`src/include/bdec_pkg.sv`:
```
// constants and carrier types for the bridge discard error control block
package bdec_pkg;

   // configuration offset and reset value of the bridge extension control register
   localparam logic [7:0] BDEC_BRCTL_OFS = 8'h3E;
   localparam logic [15:0] BDEC_BRCTL_RST = 16'h0000;

   // field positions inside the register
   localparam int BDEC_RSVD_MSB = 15;
   localparam int BDEC_RSVD_LSB = 12;
   localparam int BDEC_MSGEN_BIT = 11;
   localparam int BDEC_FLAG_BIT = 10;
   localparam int BDEC_TSEL_BIT = 9;

   // byte lane that carries bits 15:8
   localparam int BDEC_UPPER_LANE = 1;

   // discard timer lengths, in PCI clocks (one PCI clock per rising CLOCK edge)
   localparam int BDEC_DT_LONG_CLKS = 32768;
   localparam int BDEC_DT_SHORT_CLKS = 1024;
   localparam int BDEC_DT_CNT_W = 16;

   // one configuration access, taken in a single cycle
   typedef struct packed {
      logic wr;
      logic rd;
      logic [7:0] addr;
      logic [1:0] be;
      logic [15:0] wdata;
   } bdec_cfg_t;

   // error message request towards the primary link
   typedef struct packed {
      logic valid;
      logic fatal;
   } bdec_msg_t;

   typedef enum logic [0:0] {
      BDEC_TMR_IDLE = 1'b0,
      BDEC_TMR_RUN = 1'b1
   } bdec_tmr_state_t;

endpackage

```
`src/rtl/bdec_discard_timer.sv`:
```
// secondary discard timer: counts after the delayed completion reaches the head
`timescale 1ns/1ps
module bdec_discard_timer
   import bdec_pkg::*;
#(
   parameter int LONG_CLKS = BDEC_DT_LONG_CLKS,
   parameter int SHORT_CLKS = BDEC_DT_SHORT_CLKS
)
(
   input wire logic clk,
   input wire logic srst,
   input wire logic start,
   input wire logic retry,
   input wire logic sel_short,
   output logic busy,
   output logic expire
);
   bdec_tmr_state_t state_r, state_nxt;
   logic [BDEC_DT_CNT_W-1:0] cnt_r, cnt_nxt;
   logic [BDEC_DT_CNT_W-1:0] len_r, len_nxt;
   logic expire_r, expire_nxt;
   logic [BDEC_DT_CNT_W:0] run_len_r;

   // next state; the length is latched at start so a later select change cannot stretch a run
   always_comb
   begin
      state_nxt = state_r;
      cnt_nxt = cnt_r;
      len_nxt = len_r;
      expire_nxt = 1'b0;
      case (state_r)
         BDEC_TMR_IDLE:
         begin
            if (start)
            begin
               len_nxt = sel_short ? BDEC_DT_CNT_W'(SHORT_CLKS - 1) : BDEC_DT_CNT_W'(LONG_CLKS - 1);
               cnt_nxt = len_nxt;
               state_nxt = BDEC_TMR_RUN;
            end
         end
         BDEC_TMR_RUN:
         begin
            if (retry)
            begin
               state_nxt = BDEC_TMR_IDLE; // master came back in time
            end
            else if (cnt_r == '0)
            begin
               expire_nxt = 1'b1;
               state_nxt = BDEC_TMR_IDLE;
            end
            else
            begin
               cnt_nxt = cnt_r - 1'b1;
            end
         end
         default:
         begin
            state_nxt = BDEC_TMR_IDLE;
         end
      endcase
   end

   // state registers
   always_ff @(posedge clk)
   begin
      if (srst)
      begin
         state_r <= BDEC_TMR_IDLE;
         cnt_r <= '0;
         len_r <= '0;
         expire_r <= 1'b0;
      end
      else
      begin
         state_r <= state_nxt;
         cnt_r <= cnt_nxt;
         len_r <= len_nxt;
         expire_r <= expire_nxt;
      end
   end

   assign busy = (state_r == BDEC_TMR_RUN);
   assign expire = expire_r;

   // helper: cycles since the run began, only read by the check below
   always_ff @(posedge clk)
   begin
      if (srst || state_r == BDEC_TMR_IDLE)
      begin
         run_len_r <= '0;
      end
      else
      begin
         run_len_r <= run_len_r + 1'b1;
      end
   end
endmodule // bdec_discard_timer

```
`src/rtl/bdec_top.sv`:
```
// bridge extension control register upper bits and discard error reporting
`timescale 1ns/1ps

// Function
// - register at 3Eh, resets to all zero
// - bits 15:12 read zero, ignore writes
// - message enable honoured only in conventional mode
// - enabled: send error message per discard
// - nonfatal default; fatal only with advanced reporting
// - disabled suppresses, unless advanced unmasked path
// - status flag set per discard, cleared by software
// - timer runs 2^15 or 2^10 clocks
// - no retry before expiry drops transaction, flags
module bdec_top
   import bdec_pkg::*;
#(
   parameter int DT_LONG_CLKS = BDEC_DT_LONG_CLKS,
   parameter int DT_SHORT_CLKS = BDEC_DT_SHORT_CLKS,
   parameter bit AER_SUPPORTED = 1'b1
)
(
   input wire logic CLOCK,
   input wire logic SRST,
   input bdec_pkg::bdec_cfg_t CFG_REQ,
   output logic [15:0] CFG_RDATA,
   output logic CFG_RVALID,
   input wire logic CONV_PCI_MODE,
   input wire logic DC_AT_HEAD,
   input wire logic MASTER_RETRY,
   input wire logic AER_DT_MASK,
   input wire logic AER_DT_FATAL,
   output logic DT_DROP,
   output logic DT_BUSY,
   output bdec_pkg::bdec_msg_t ERR_MSG,
   input wire logic ERR_MSG_READY
);
   import bdec_pkg::*;

   logic discard_error_msg_enable_r, discard_error_msg_enable_nxt;
   logic discard_expiry_flag_r, discard_expiry_flag_nxt;
   logic secondary_timeout_select_r, secondary_timeout_select_nxt;
   logic [15:0] rdata_r, rdata_nxt;
   logic rvalid_r, rvalid_nxt;
   logic msg_pend_r, msg_pend_nxt;
   logic msg_fatal_r, msg_fatal_nxt;
   logic hit;
   logic wr_upper;
   logic dt_expire;
   logic en_path;
   logic aer_path;
   logic send_msg;
   logic [15:0] reg_view;

   // discard timer; the drop strobe goes straight to the queue logic
   bdec_discard_timer #(
      .LONG_CLKS(DT_LONG_CLKS),
      .SHORT_CLKS(DT_SHORT_CLKS)
   ) u_timer (
      .clk(CLOCK),
      .srst(SRST),
      .start(DC_AT_HEAD),
      .retry(MASTER_RETRY),
      .sel_short(secondary_timeout_select_r),
      .busy(DT_BUSY),
      .expire(dt_expire)
   );

   // decode and the two paths that may raise a message
   assign hit = (CFG_REQ.addr == BDEC_BRCTL_OFS);
   assign wr_upper = CFG_REQ.wr && hit && CFG_REQ.be[BDEC_UPPER_LANE];
   assign en_path = CONV_PCI_MODE && discard_error_msg_enable_r;
   assign aer_path = AER_SUPPORTED && !AER_DT_MASK;
   assign send_msg = dt_expire && (en_path || aer_path);

   // register as software sees it; lower control bits live elsewhere and read zero here
   always_comb
   begin
      reg_view = BDEC_BRCTL_RST;
      reg_view[BDEC_RSVD_MSB:BDEC_RSVD_LSB] = 4'h0;
      reg_view[BDEC_MSGEN_BIT] = discard_error_msg_enable_r;
      reg_view[BDEC_FLAG_BIT] = discard_expiry_flag_r;
      reg_view[BDEC_TSEL_BIT] = secondary_timeout_select_r;
   end

   // next values of the register bits
   always_comb
   begin
      discard_error_msg_enable_nxt = discard_error_msg_enable_r;
      secondary_timeout_select_nxt = secondary_timeout_select_r;
      discard_expiry_flag_nxt = discard_expiry_flag_r;
      if (wr_upper)
      begin
         discard_error_msg_enable_nxt = CFG_REQ.wdata[BDEC_MSGEN_BIT];
         secondary_timeout_select_nxt = CFG_REQ.wdata[BDEC_TSEL_BIT];
         if (CFG_REQ.wdata[BDEC_FLAG_BIT])
         begin
            discard_expiry_flag_nxt = 1'b0;
         end
      end
      // a discard in the clearing cycle must not be lost, so set wins
      if (dt_expire)
      begin
         discard_expiry_flag_nxt = 1'b1;
      end
   end

   // read port; unmapped offsets answer zero
   always_comb
   begin
      rvalid_nxt = CFG_REQ.rd;
      rdata_nxt = rdata_r;
      if (CFG_REQ.rd)
      begin
         rdata_nxt = hit ? reg_view : 16'h0000;
      end
   end

   // message request: one outstanding, held until the link takes it
   always_comb
   begin
      msg_pend_nxt = msg_pend_r;
      msg_fatal_nxt = msg_fatal_r;
      if (msg_pend_r && ERR_MSG_READY)
      begin
         msg_pend_nxt = 1'b0;
      end
      if (send_msg)
      begin
         msg_pend_nxt = 1'b1;
         msg_fatal_nxt = AER_SUPPORTED && AER_DT_FATAL;
      end
   end

   // all state registers of the block
   always_ff @(posedge CLOCK)
   begin
      if (SRST)
      begin
         discard_error_msg_enable_r <= BDEC_BRCTL_RST[BDEC_MSGEN_BIT];
         discard_expiry_flag_r <= BDEC_BRCTL_RST[BDEC_FLAG_BIT];
         secondary_timeout_select_r <= BDEC_BRCTL_RST[BDEC_TSEL_BIT];
         rdata_r <= 16'h0000;
         rvalid_r <= 1'b0;
         msg_pend_r <= 1'b0;
         msg_fatal_r <= 1'b0;
      end
      else
      begin
         discard_error_msg_enable_r <= discard_error_msg_enable_nxt;
         discard_expiry_flag_r <= discard_expiry_flag_nxt;
         secondary_timeout_select_r <= secondary_timeout_select_nxt;
         rdata_r <= rdata_nxt;
         rvalid_r <= rvalid_nxt;
         msg_pend_r <= msg_pend_nxt;
         msg_fatal_r <= msg_fatal_nxt;
      end
   end

   assign CFG_RDATA = rdata_r;
   assign CFG_RVALID = rvalid_r;
   assign DT_DROP = dt_expire;
   assign ERR_MSG.valid = msg_pend_r;
   assign ERR_MSG.fatal = msg_fatal_r;
endmodule // bdec_top

```
`config.mk`:
```
export PLATFORM = sky130hd
export DESIGN_NAME = bdec_top
export DESIGN_NICKNAME = d
export VERILOG_FILES = /design/src/include/bdec_pkg.sv /design/src/rtl/bdec_discard_timer.sv /design/src/rtl/bdec_top.sv
export SDC_FILE = /design/constraint.sdc
export NUM_CORES = 1
export LEC_CHECK = 0
export ABC_AREA = 1
export BUFFER_PORTS_ARGS = -buffer_cell sky130_fd_sc_hd__buf_2
export CORE_MARGIN = 2
export CORE_UTILIZATION = 53
export CTS_CLUSTER_SIZE = 12
export DETAILED_ROUTE_END_ITERATION = 10
export GPL_TIMING_DRIVEN = 0
export PLACE_DENSITY = 0.84
export SETUP_SLACK_MARGIN = 0.5
export SYNTH_ARGS = -nofsm -noshare
export SYNTH_HDL_FRONTEND = slang
export SYNTH_SLANG_ARGS = --single-unit
```
`constraint.sdc`:
```
create_clock -name CLOCK -period 2.5 [get_ports CLOCK]
set_input_delay 0.5 -clock CLOCK [delete_from_list [all_inputs] [get_ports CLOCK]]
set_output_delay 0.5 -clock CLOCK [all_outputs]
set_load 0.005 [all_outputs]
```
Word-level counts from Yosys, hierarchy flattened
Cells that the tools add are included.

operators by class
  $add $sub $neg = 1
  equal/unequal tests = 4
  muxes and demuxes = 16
  bitwise gates (word level) = 1
  reductions and logical operators = 14

operators by type and width
  kind                                                                   count
  16-bit two-way mux                                                     3
  16-bit case mux with 2 select lines                                    1
  16-bit logical NOT                                                     1
  16-bit by 1-bit subtractor with 16-bit output (second input constant)  1
  15-bit two-way mux                                                     1
  12-bit two-way mux                                                     1
  1-bit two-way mux                                                      9
  8-bit by 6-bit == test with 1-bit output (second input constant)       1
  2-bit != test (second input constant)                                  3
  2-bit nonzero test                                                     3
  1-bit logical AND                                                      5
  3-bit AND reduction                                                    1
  3-bit OR reduction                                                     1
  1-bit case mux with 2 select lines                                     1
  2-bit AND reduction                                                    1
  1-bit logical NOT                                                      1
  1-bit logical OR                                                       1
  1-bit NOT                                                              1

storage, ports and cells
  bits in registers = 40
  input bits = 36
  output and inout bits = 21

Logic depth before layout (Yosys ltp)
Gate-level depths: netlist of run 1.

  depth after elaboration = 5
  depth in mapped cells = 10
  mapped depth without buffers = 10

Cells and area by module
Synthesis of run 1 repeated with hierarchy kept, for this count alone.

unflattened totals
  cell total of the unflattened synthesis = 272
  area, all modules = 1,784.2 sq um

modules (own cells, without submodules)
  module              times used  cells an instance  area each (sq um)
  bdec_discard_timer  1           204                1,256.2
  bdec_top            1           68                 528.0

Worst setup path before layout of run 1
No wires, ideal clock.

  path kind = reg2reg
  start point = register u_timer.cnt_r[0]
  end point = register u_timer.cnt_r[10]
  setup time = 0.113 ns
  data arrival time = 1.331 ns
  data required time = 2.387 ns
  setup slack = 1.056 ns
  cell stages (with the launch flop) = 11
  buffers on the path = 1
  period minus slack after synthesis = 1.444 ns
  cell sequence = dfxtp_1 inv_1 ha_1 nand2_4 nor2_8 nand3_4 nand2_2 nand2_4 buf_6 o21ai_2 nor2_1

on the way
  cells in the longest elaborated chain, start to end = 4
  elaborated cells on any way between the ends = 7

ends and longest elaborated chain
  element                                        RTL line                  source
  start, declared                                bdec_discard_timer.sv:19  logic [BDEC_DT_CNT_W-1:0] cnt_r, cnt_nxt;
  start signal, assigned                         bdec_discard_timer.sv:77  cnt_r <= cnt_nxt;
  16-bit by 1-bit subtractor with 16-bit output  bdec_discard_timer.sv:54  cnt_nxt = cnt_r - 1'b1;
  16-bit two-way mux                             bdec_discard_timer.sv:47  else if (cnt_r == '0)
  16-bit two-way mux                             bdec_discard_timer.sv:43  if (retry)
  16-bit case mux with 2 select lines            bdec_discard_timer.sv:31  case (state_r)

Parallel ways exist; a longest one is shown, timed or not. The select of a mux whose other input is x is not followed.
A chain may end at the register's enable or synchronous reset.

Worst setup path in the final report of run 1
  start point = register u_timer.cnt_r[0]
  end point = register u_timer.cnt_r[0]

The elaborated chain is that of the path after synthesis.

==> results of run 1 <==
-- Yosys cell counts, drive strengths merged --
library cell | number | area share (%)
conb | 1 | 0.23
nand2 | 66 | 16
o21a | 2 | 0.91
buf | 17 | 8.2
nor3b | 1 | 0.46
nor3 | 2 | 0.61
or2 | 2 | 0.76
nand3 | 17 | 6.3
and2 | 1 | 0.38
nor2 | 43 | 12
inv | 24 | 5.5
dfxtp | 27 | 33
o21ai | 13 | 4.4
nor4 | 1 | 0.38
ha | 1 | 0.76
a21oi | 21 | 6.4
nand3b | 6 | 2.7
clkbuf | 3 | 0.69
-- kinds of logic after synthesis --
kind of cell               Yosys count  synth area share, %
other                                1                0.228
adders and majority gates            1                0.762
and+or+nand+nor                    139                 39.9
DFF                                 27                 32.9
buffers and inverters               44                 14.4
AOI/OAI and AO/OA                   36                 11.7
-- stage by stage --
step / cell area (sq um) / cells / hold WS, ps
3_3_place_gp: 1870 / 321 / 451
5_1_grt: 1900 / 325 / 325
4_1_cts: 1900 / 325 / 332
2_1_floorplan: 1690 / 260 / 439
6_report: 1900 / 325 / 334
3_5_place_dp: 1870 / 321 / 459
-- cell type report --
class | instances | area, sq um
Clock buffer | 3 | 22.5
Buffer | 20 | 146
Fill cell | 298 | 1110
Inverter | 24 | 90.1
Tap cell | 33 | 41.3
Multi-Input combinational cell | 189 | 910
Clock inverter | 1 | 5.00
Sequential cell | 27 | 541
Timing Repair Buffer | 28 | 140
-- metal layers --
layer	track usage (%)	routed length [um]	vias up
li1	-	-	846
met3	2.60	99	5
met1	27.1	1580	699
met2	33.9	1610	26
met5	0	0	-
met4	7.30	47	0
-- power breakdown --
group	leakage, nW	total [mW]	internal (mW)	switching, mW
Combinational	0.681	0.302	0.119	0.183
Sequential	0.223	0.496	0.463	0.0334
Clock	0.0177	0.198	0.0603	0.138
Total	0.921	0.996	0.642	0.354
-- final timing paths --
| check | startpoint | endpoint |
|---|---|---|
| min | MASTER_RETRY | u_timer.expire |
| max reg2reg | u_timer.cnt_r[0] | u_timer.cnt_r[0] |
| max | u_timer.cnt_r[0] | u_timer.cnt_r[0] |
| min reg2reg | msg_pend_r | msg_pend_r |
-- placed cells by master (no fill, tap or decap) --
cell / instances
nor3b_1: 1
nor3_1: 2
nor2_1: 38
nor4_1: 1
o21ai_2: 2
nand2_2: 2
nand2_1: 62
buf_6: 2
buf_2: 28
inv_1: 22
clkbuf_4: 3
nand2_4: 2
dfxtp_1: 27
nor2_4: 2
nand3b_1: 6
and2_1: 1
or2_2: 2
conb_1: 13
o21a_1: 2
nand3_1: 15
clkinv_2: 1
nor2_8: 1
ha_1: 1
nand3_4: 1
buf_4: 15
nor2_2: 2
clkbuf_1: 3
inv_2: 2
o21ai_0: 11
a21oi_1: 21
nand3_2: 1
==> metrics.txt, run 1 <==
# TYPE chip_impl_metric gauge
chip_impl_info{name="result_of_the_run",value="finished, final reports clean"} 1
chip_impl_metric{name="number_of_global_route_vias_before_repair",unit=""} 1333
chip_impl_metric{name="grt_overflow",unit=""} 0
chip_impl_metric{name="ir_drop",unit="mV"} 0.402
chip_impl_metric{name="cts_buffer_depth",unit=""} 2
chip_impl_metric{name="nets",unit=""} 330
chip_impl_metric{name="antenna_nets_post_route",unit=""} 0
chip_impl_metric{name="critical-path-max-stage-delay",unit="ps"} 350
chip_impl_metric{name="cts_htree_levels",unit=""} 1
chip_impl_info{name="cpLargestDelayFamily",value="simple AND/OR/NAND/NOR gates"} 1
chip_impl_metric{name="r2r_cells",unit=""} 10
chip_impl_metric{name="antenna_cells",unit=""} 0
chip_impl_metric{name="hold_viol_final",unit=""} 0
chip_impl_metric{name="hold-path-cell-count",unit=""} 2
chip_impl_metric{name="cellLeakagePower",unit="nW"} 0.921
chip_impl_metric{name="fin_worst_skew",unit="ps"} 5.85
chip_impl_metric{name="grt_start_max_net_pins",unit=""} 16
chip_impl_info{name="setup.worst_path.start_class",value="register"} 1
chip_impl_metric{name="io-pin-count",unit=""} 57
chip_impl_metric{name="estimated_wirelength_of_the_detail_placed_design",unit="mm"} 2.50
chip_impl_info{name="criticalPathCategory",value="register to register"} 1
chip_impl_info{name="crit_path_cell_trace",value="inv_1, ha_1, nand2_4, nor2_8, nand3_4, nand2_2, nand2_4, buf_6, o21ai_2, a21oi_1"} 1
chip_impl_metric{name="drt-vias-per-instance",unit=""} 4.85
chip_impl_metric{name="yosysWarnings",unit=""} 0
chip_impl_metric{name="routed_wire_length_per_instance",unit="um"} 10.2
chip_impl_metric{name="grt_util_all_layers",unit="%"} 20.4
chip_impl_metric{name="timing.critical_path.arrival",unit="ps"} 1850
chip_impl_metric{name="cellPowerDensity",unit="nW/um^2"} 525
chip_impl_metric{name="postLayoutSetupSlackWorst",unit="ps"} 873
chip_impl_metric{name="fp.dieArea",unit="sq um"} 3560
chip_impl_metric{name="clock_sink_count",unit=""} 27
chip_impl_metric{name="numCtsBuffers",unit=""} 3
chip_impl_info{name="hold_path.class",value="primary input to register"} 1
chip_impl_metric{name="post-layout-total-power",unit="mW"} 0.996
chip_impl_metric{name="synth_seq_cells",unit=""} 27
chip_impl_metric{name="pre_cts_slack",unit="ps"} 890
chip_impl_metric{name="largest_register_ffs",unit=""} 16
chip_impl_metric{name="detail_route.iter0.violations",unit=""} 80
chip_impl_info{name="largest_reg_by_ff_count",value="u_timer.cnt_r"} 1
chip_impl_metric{name="final_period_minus_worst_setup_slack",unit="ps"} 1630
chip_impl_info{name="tritoncts_clock_tree",value="built"} 1
chip_impl_metric{name="fin_setup_tns",unit="ps"} 0
chip_impl_metric{name="critical_path_buf_inv_count",unit=""} 2
chip_impl_metric{name="yosysSeqAreaShare",unit="%"} 32.9
chip_impl_metric{name="postCtsResizedCells",unit=""} 0
chip_impl_metric{name="die_width",unit="um"} 59.7
chip_impl_metric{name="clkLatencyLatePin",unit="ps"} 340
chip_impl_info{name="end_kind",value="register"} 1
chip_impl_info{name="path_common_cell",value="nand2_4"} 1
chip_impl_metric{name="routed_wl",unit="mm"} 3.33
chip_impl_metric{name="die_h",unit="um"} 59.7
chip_impl_metric{name="fmax",unit="MHz"} 615
chip_impl_metric{name="grt_antenna_before_repair",unit=""} 0
chip_impl_metric{name="min_period_over_period",unit="%"} 65.1
chip_impl_metric{name="effective_utilization_at_floorplan",unit="%"} 54.7
chip_impl_metric{name="syn-cell-area",unit="sq um"} 1640
chip_impl_metric{name="area_growth_syn_to_layout",unit="%"} 15.5
chip_impl_metric{name="largest_fanout_on_the_critical_path",unit=""} 10
chip_impl_metric{name="critical_path_depth",unit=""} 10
chip_impl_metric{name="post-route-util",unit="%"} 63.1
chip_impl_metric{name="globalplace.congestion",unit=""} 0.856
chip_impl_metric{name="timing_max_transition_violations_final",unit=""} 0
chip_impl_metric{name="postCtsHoldBufs",unit=""} 0
chip_impl_metric{name="floorplan.rows",unit=""} 20
chip_impl_metric{name="post_route_cells_drive_above_1_share",unit="%"} 22.6
chip_impl_metric{name="drt_first_pass_iters",unit=""} 4
chip_impl_metric{name="syn_area_per_cell",unit="sq um"} 6.62
chip_impl_metric{name="num_vias",unit=""} 1576
chip_impl_metric{name="r2r_setup_slack",unit="ps"} 870
chip_impl_metric{name="coreArea",unit="sq um"} 3000
chip_impl_metric{name="post_synth_num_cell_types",unit=""} 28
chip_impl_metric{name="io_buffer_count",unit=""} 28
chip_impl_metric{name="clk_pin_slew_worst_paths",unit="ps"} 150
chip_impl_metric{name="setup-violations-final",unit=""} 0
chip_impl_info{name="rsz_0062_raised_after_global_routing",value="no"} 1
chip_impl_metric{name="grt_first_pass_wirelength",unit="mm"} 5.69
chip_impl_info{name="critical-path-slowest-cell",value="dfxtp_1"} 1
chip_impl_metric{name="worst_ep_required_time",unit="ps"} 2720
chip_impl_metric{name="synthCells",unit=""} 248
chip_impl_metric{name="post-route-drc-count",unit=""} 0
chip_impl_metric{name="cts_post_setup_buffers_inserted",unit=""} 0
chip_impl_info{name="clockRootBuffer",value="clkbuf_4"} 1
chip_impl_metric{name="max-cap-violations",unit=""} 0
Power figures use the tool's default switching activity.
==> inputs of run 2 (changes only) <==
Settings changed: CORE_UTILIZATION 53 to 45, PLACE_DENSITY 0.84 to 0.76.
Clock period 2.5 ns to 1.4 ns, I/O delays scaled along.
==> run 2 against run 1 <==
  * The run now ends with setup timing left
  * Clock power grew 81%
  * Critical path depth fell by 1
  * Core utilization up 3.8 points
  * Routed wire length rose by 20%
  * Cell count rose by 7.7%
  * Critical endpoint is now u_timer.cnt_r[5]
  * Count of clock-buffer cells in the layout unchanged
  * Non-clock buffer count is 12 higher
==> metrics.txt, run 2 (synthesized netlist as in run 1, its figures left out) <==
# TYPE chip_impl_metric gauge
chip_impl_metric{name="effective_utilization_at_floorplan",unit="%"} 48.1
chip_impl_metric{name="dpl_cell_area",unit="sq um"} 1940
chip_impl_metric{name="critical_path_buf_inv_count",unit=""} 2
chip_impl_metric{name="clock_sink_count",unit=""} 27
chip_impl_metric{name="io-pin-count",unit=""} 57
chip_impl_metric{name="io_buffer_count",unit=""} 28
chip_impl_info{name="leading_cell_types_in_the_layout_fill_and_taps_excluded",value="53 x nand2_1, 30 x nor2_1, 25 x buf_2, 22 x buf_4, 20 x inv_1"} 1
chip_impl_info{name="largest_reg_by_ff_count",value="u_timer.cnt_r"} 1
chip_impl_metric{name="die_h",unit="um"} 64.4
chip_impl_metric{name="critical-path-max-stage-delay",unit="ps"} 390
chip_impl_metric{name="timing_max_transition_violations_final",unit=""} 0
chip_impl_info{name="min_delay_startpoint",value="MASTER_RETRY"} 1
chip_impl_metric{name="antenna_nets_post_route",unit=""} 0
chip_impl_metric{name="internal_power",unit="mW"} 1.26
chip_impl_metric{name="grt_antenna_before_repair",unit=""} 0
chip_impl_info{name="critical-path-slowest-cell",value="dfxtp_4"} 1
chip_impl_metric{name="area_growth_syn_to_layout",unit="%"} 39.2
chip_impl_info{name="result_of_the_run",value="finished with violations"} 1
chip_impl_info{name="end_kind",value="register"} 1
chip_impl_info{name="failed_checks",value="setup timing"} 1
chip_impl_metric{name="share_of_total_power_in_combinational_logic",unit="%"} 36.5
chip_impl_metric{name="grt_first_pass_wirelength",unit="mm"} 6.32
chip_impl_info{name="layout.cells.most_common",value="nand2_1"} 1
chip_impl_metric{name="grt_util_all_layers",unit="%"} 19.0
chip_impl_metric{name="n_fill_cell",unit=""} 297
chip_impl_metric{name="hold_ws",unit="ps"} 112
chip_impl_metric{name="worst_ep_required_time",unit="ps"} 1640
chip_impl_metric{name="fp.dieArea",unit="sq um"} 4150
chip_impl_metric{name="nets",unit=""} 342
chip_impl_metric{name="postLayoutSetupSlackWorst",unit="ps"} -44.4
chip_impl_info{name="crit_path_cell_trace",value="nor2_2, inv_2, nor2_8, nand3_4, nand2_4, nand2_8, clkbuf_16, nand2_1, a21oi_2"} 1
chip_impl_metric{name="cellLeakagePower",unit="nW"} 1.04
chip_impl_metric{name="number_of_global_route_vias_before_repair",unit=""} 1480
chip_impl_metric{name="drt_first_pass_iters",unit=""} 4
chip_impl_metric{name="clkLatencyLatePin",unit="ps"} 330
chip_impl_metric{name="pre_cts_slack",unit="ps"} -83.5
chip_impl_info{name="tritoncts_clock_tree",value="built"} 1
chip_impl_metric{name="fin_worst_skew",unit="ps"} 8.13
chip_impl_info{name="rsz_0062_raised_after_global_routing",value="yes"} 1
chip_impl_info{name="rr_endpoint",value="u_timer.cnt_r[5]"} 1
chip_impl_metric{name="final_period_minus_worst_setup_slack",unit="ps"} 1440
chip_impl_info{name="criticalPathCategory",value="register to register"} 1
chip_impl_info{name="cpLargestDelayFamily",value="simple AND/OR/NAND/NOR gates"} 1
chip_impl_metric{name="timing.critical_path.arrival",unit="ps"} 1680
chip_impl_info{name="worst_r2r_startpoint",value="u_timer.cnt_r[4]"} 1
chip_impl_metric{name="globalplace.congestion",unit=""} 0.829
chip_impl_metric{name="p_seq_share",unit="%"} 45.6
chip_impl_metric{name="clk_pin_slew_worst_paths",unit="ps"} 160
chip_impl_metric{name="max_slew.worst_pin.slew",unit="ps"} 501
chip_impl_metric{name="clkPwrFrac",unit="%"} 17.9
chip_impl_metric{name="coreArea",unit="sq um"} 3420
chip_impl_metric{name="r2r_cells",unit=""} 9
chip_impl_metric{name="setup-violations-final",unit=""} 10
chip_impl_info{name="clockRootBuffer",value="clkbuf_4"} 1
chip_impl_metric{name="r2r_setup_slack",unit="ps"} -40
chip_impl_metric{name="cellPowerDensity",unit="nW/um^2"} 878
chip_impl_metric{name="post-layout-total-power",unit="mW"} 2.01
chip_impl_metric{name="ir_drop",unit="mV"} 0.726
chip_impl_metric{name="hold-path-cell-count",unit=""} 2
chip_impl_metric{name="largest_fanout_on_the_critical_path",unit=""} 8
chip_impl_metric{name="post-route-drc-count",unit=""} 0
chip_impl_metric{name="hold_viol_final",unit=""} 0
chip_impl_metric{name="num_vias",unit=""} 1692
chip_impl_metric{name="floorplan.rows",unit=""} 21
chip_impl_metric{name="routed_wire_length_per_instance",unit="um"} 11.4
chip_impl_metric{name="min_period_over_period",unit="%"} 103
chip_impl_metric{name="cts_htree_levels",unit=""} 1
chip_impl_metric{name="die_width",unit="um"} 64.4
chip_impl_metric{name="post_route_cells_drive_above_1_share",unit="%"} 43.8
chip_impl_metric{name="postLayoutCellArea",unit="sq um"} 2280
chip_impl_metric{name="slew_headroom",unit="%"} 66.6
chip_impl_metric{name="detail_route.iter0.violations",unit=""} 92
chip_impl_metric{name="switching_share",unit="%"} 37.2
chip_impl_metric{name="estimated_wirelength_of_the_detail_placed_design",unit="mm"} 2.50
chip_impl_info{name="min_delay_worst_endpoint",value="u_timer.expire"} 1
chip_impl_metric{name="max-cap-violations",unit=""} 0
chip_impl_metric{name="fmax",unit="MHz"} 692
chip_impl_metric{name="grt_overflow",unit=""} 0
chip_impl_metric{name="numCtsBuffers",unit=""} 3
chip_impl_metric{name="antenna_cells",unit=""} 0
chip_impl_metric{name="largest_register_ffs",unit=""} 16
chip_impl_info{name="setup.worst_path.start_class",value="register"} 1
chip_impl_info{name="hold_path.class",value="primary input to register"} 1
chip_impl_metric{name="switchingPower",unit="mW"} 0.746
chip_impl_metric{name="cts_buffer_depth",unit=""} 2
chip_impl_metric{name="grt_start_max_net_pins",unit=""} 17
chip_impl_metric{name="post-route-util",unit="%"} 66.9
chip_impl_metric{name="drt-vias-per-instance",unit=""} 4.83
chip_impl_metric{name="routed_wl",unit="mm"} 4.01
run 2: worst reg2reg max path: cells and delay by family, from the launching register on:
| kind | cells | cell delay (ps) |
|---|---|---|
| compound gates | 1 | 50 |
| simple gates | 6 | 640 |
| buf+inv | 2 | 250 |
| flops | 1 | 390 |
run 2: power groups by stage:
stage               Combinational, mW  Clock, mW  Sequential, mW
floorplan                       0.444          0           0.891
global placement                0.548          0           0.903
detailed placement              0.558          0           0.905
CTS                             0.607      0.370           0.898
global route                    0.811      0.388           0.923
finish                          0.733      0.358           0.915
run 2: timing repair:
action	in CTS	in global routing
pin swaps	4	6
setup endpoints to repair	27	27
gates cloned	1	1
setup buffers	6	4
hold buffers	0	0
resized for setup	28	36
run 2: worst max-delay path by stage:
stage                                start                 to  slack, ps  cells past startpoint
after floorplan           u_timer.cnt_r[0]  u_timer.cnt_r[10]         50                     10
after global placement    u_timer.cnt_r[6]  u_timer.cnt_r[10]        -80                      9
after detailed placement  u_timer.cnt_r[0]  u_timer.cnt_r[10]        -80                     10
after CTS                 u_timer.cnt_r[0]  u_timer.cnt_r[10]         -4                     10
after global routing      u_timer.cnt_r[5]  u_timer.cnt_r[15]       -140                      9
final                     u_timer.cnt_r[4]   u_timer.cnt_r[5]        -40                      9
run 2: through the flow:
step | setup TNS, ps | instances
final | -273 | 350
after global placement | -636 | 334
after global routing | -1650 | 350
after detailed placement | -701 | 334
after floorplan | 0 | 260
after CTS | -3.80 | 345
run 2: layout make-up:
type                    instances  area, sq um  area share, %
plain buffers                  20          160           7.01
clock buffers                   3         22.5          0.986
clock inverters                 1         7.51          0.329
inverters                      24         92.6           4.05
multi-input cells             189         1100           48.2
flip-flops and latches         27          569           24.9
well taps                      46         57.6           2.52
repair buffers                 40          274           12.0
run 2: layer usage:
metal	global-route usage, %	part of all wire [%]	wire length (um)
met1	24.6	44	1750
met2	32.6	49	1980
met3	4.23	5.7	227
met4	3.72	1.1	46
met5	0	0	0
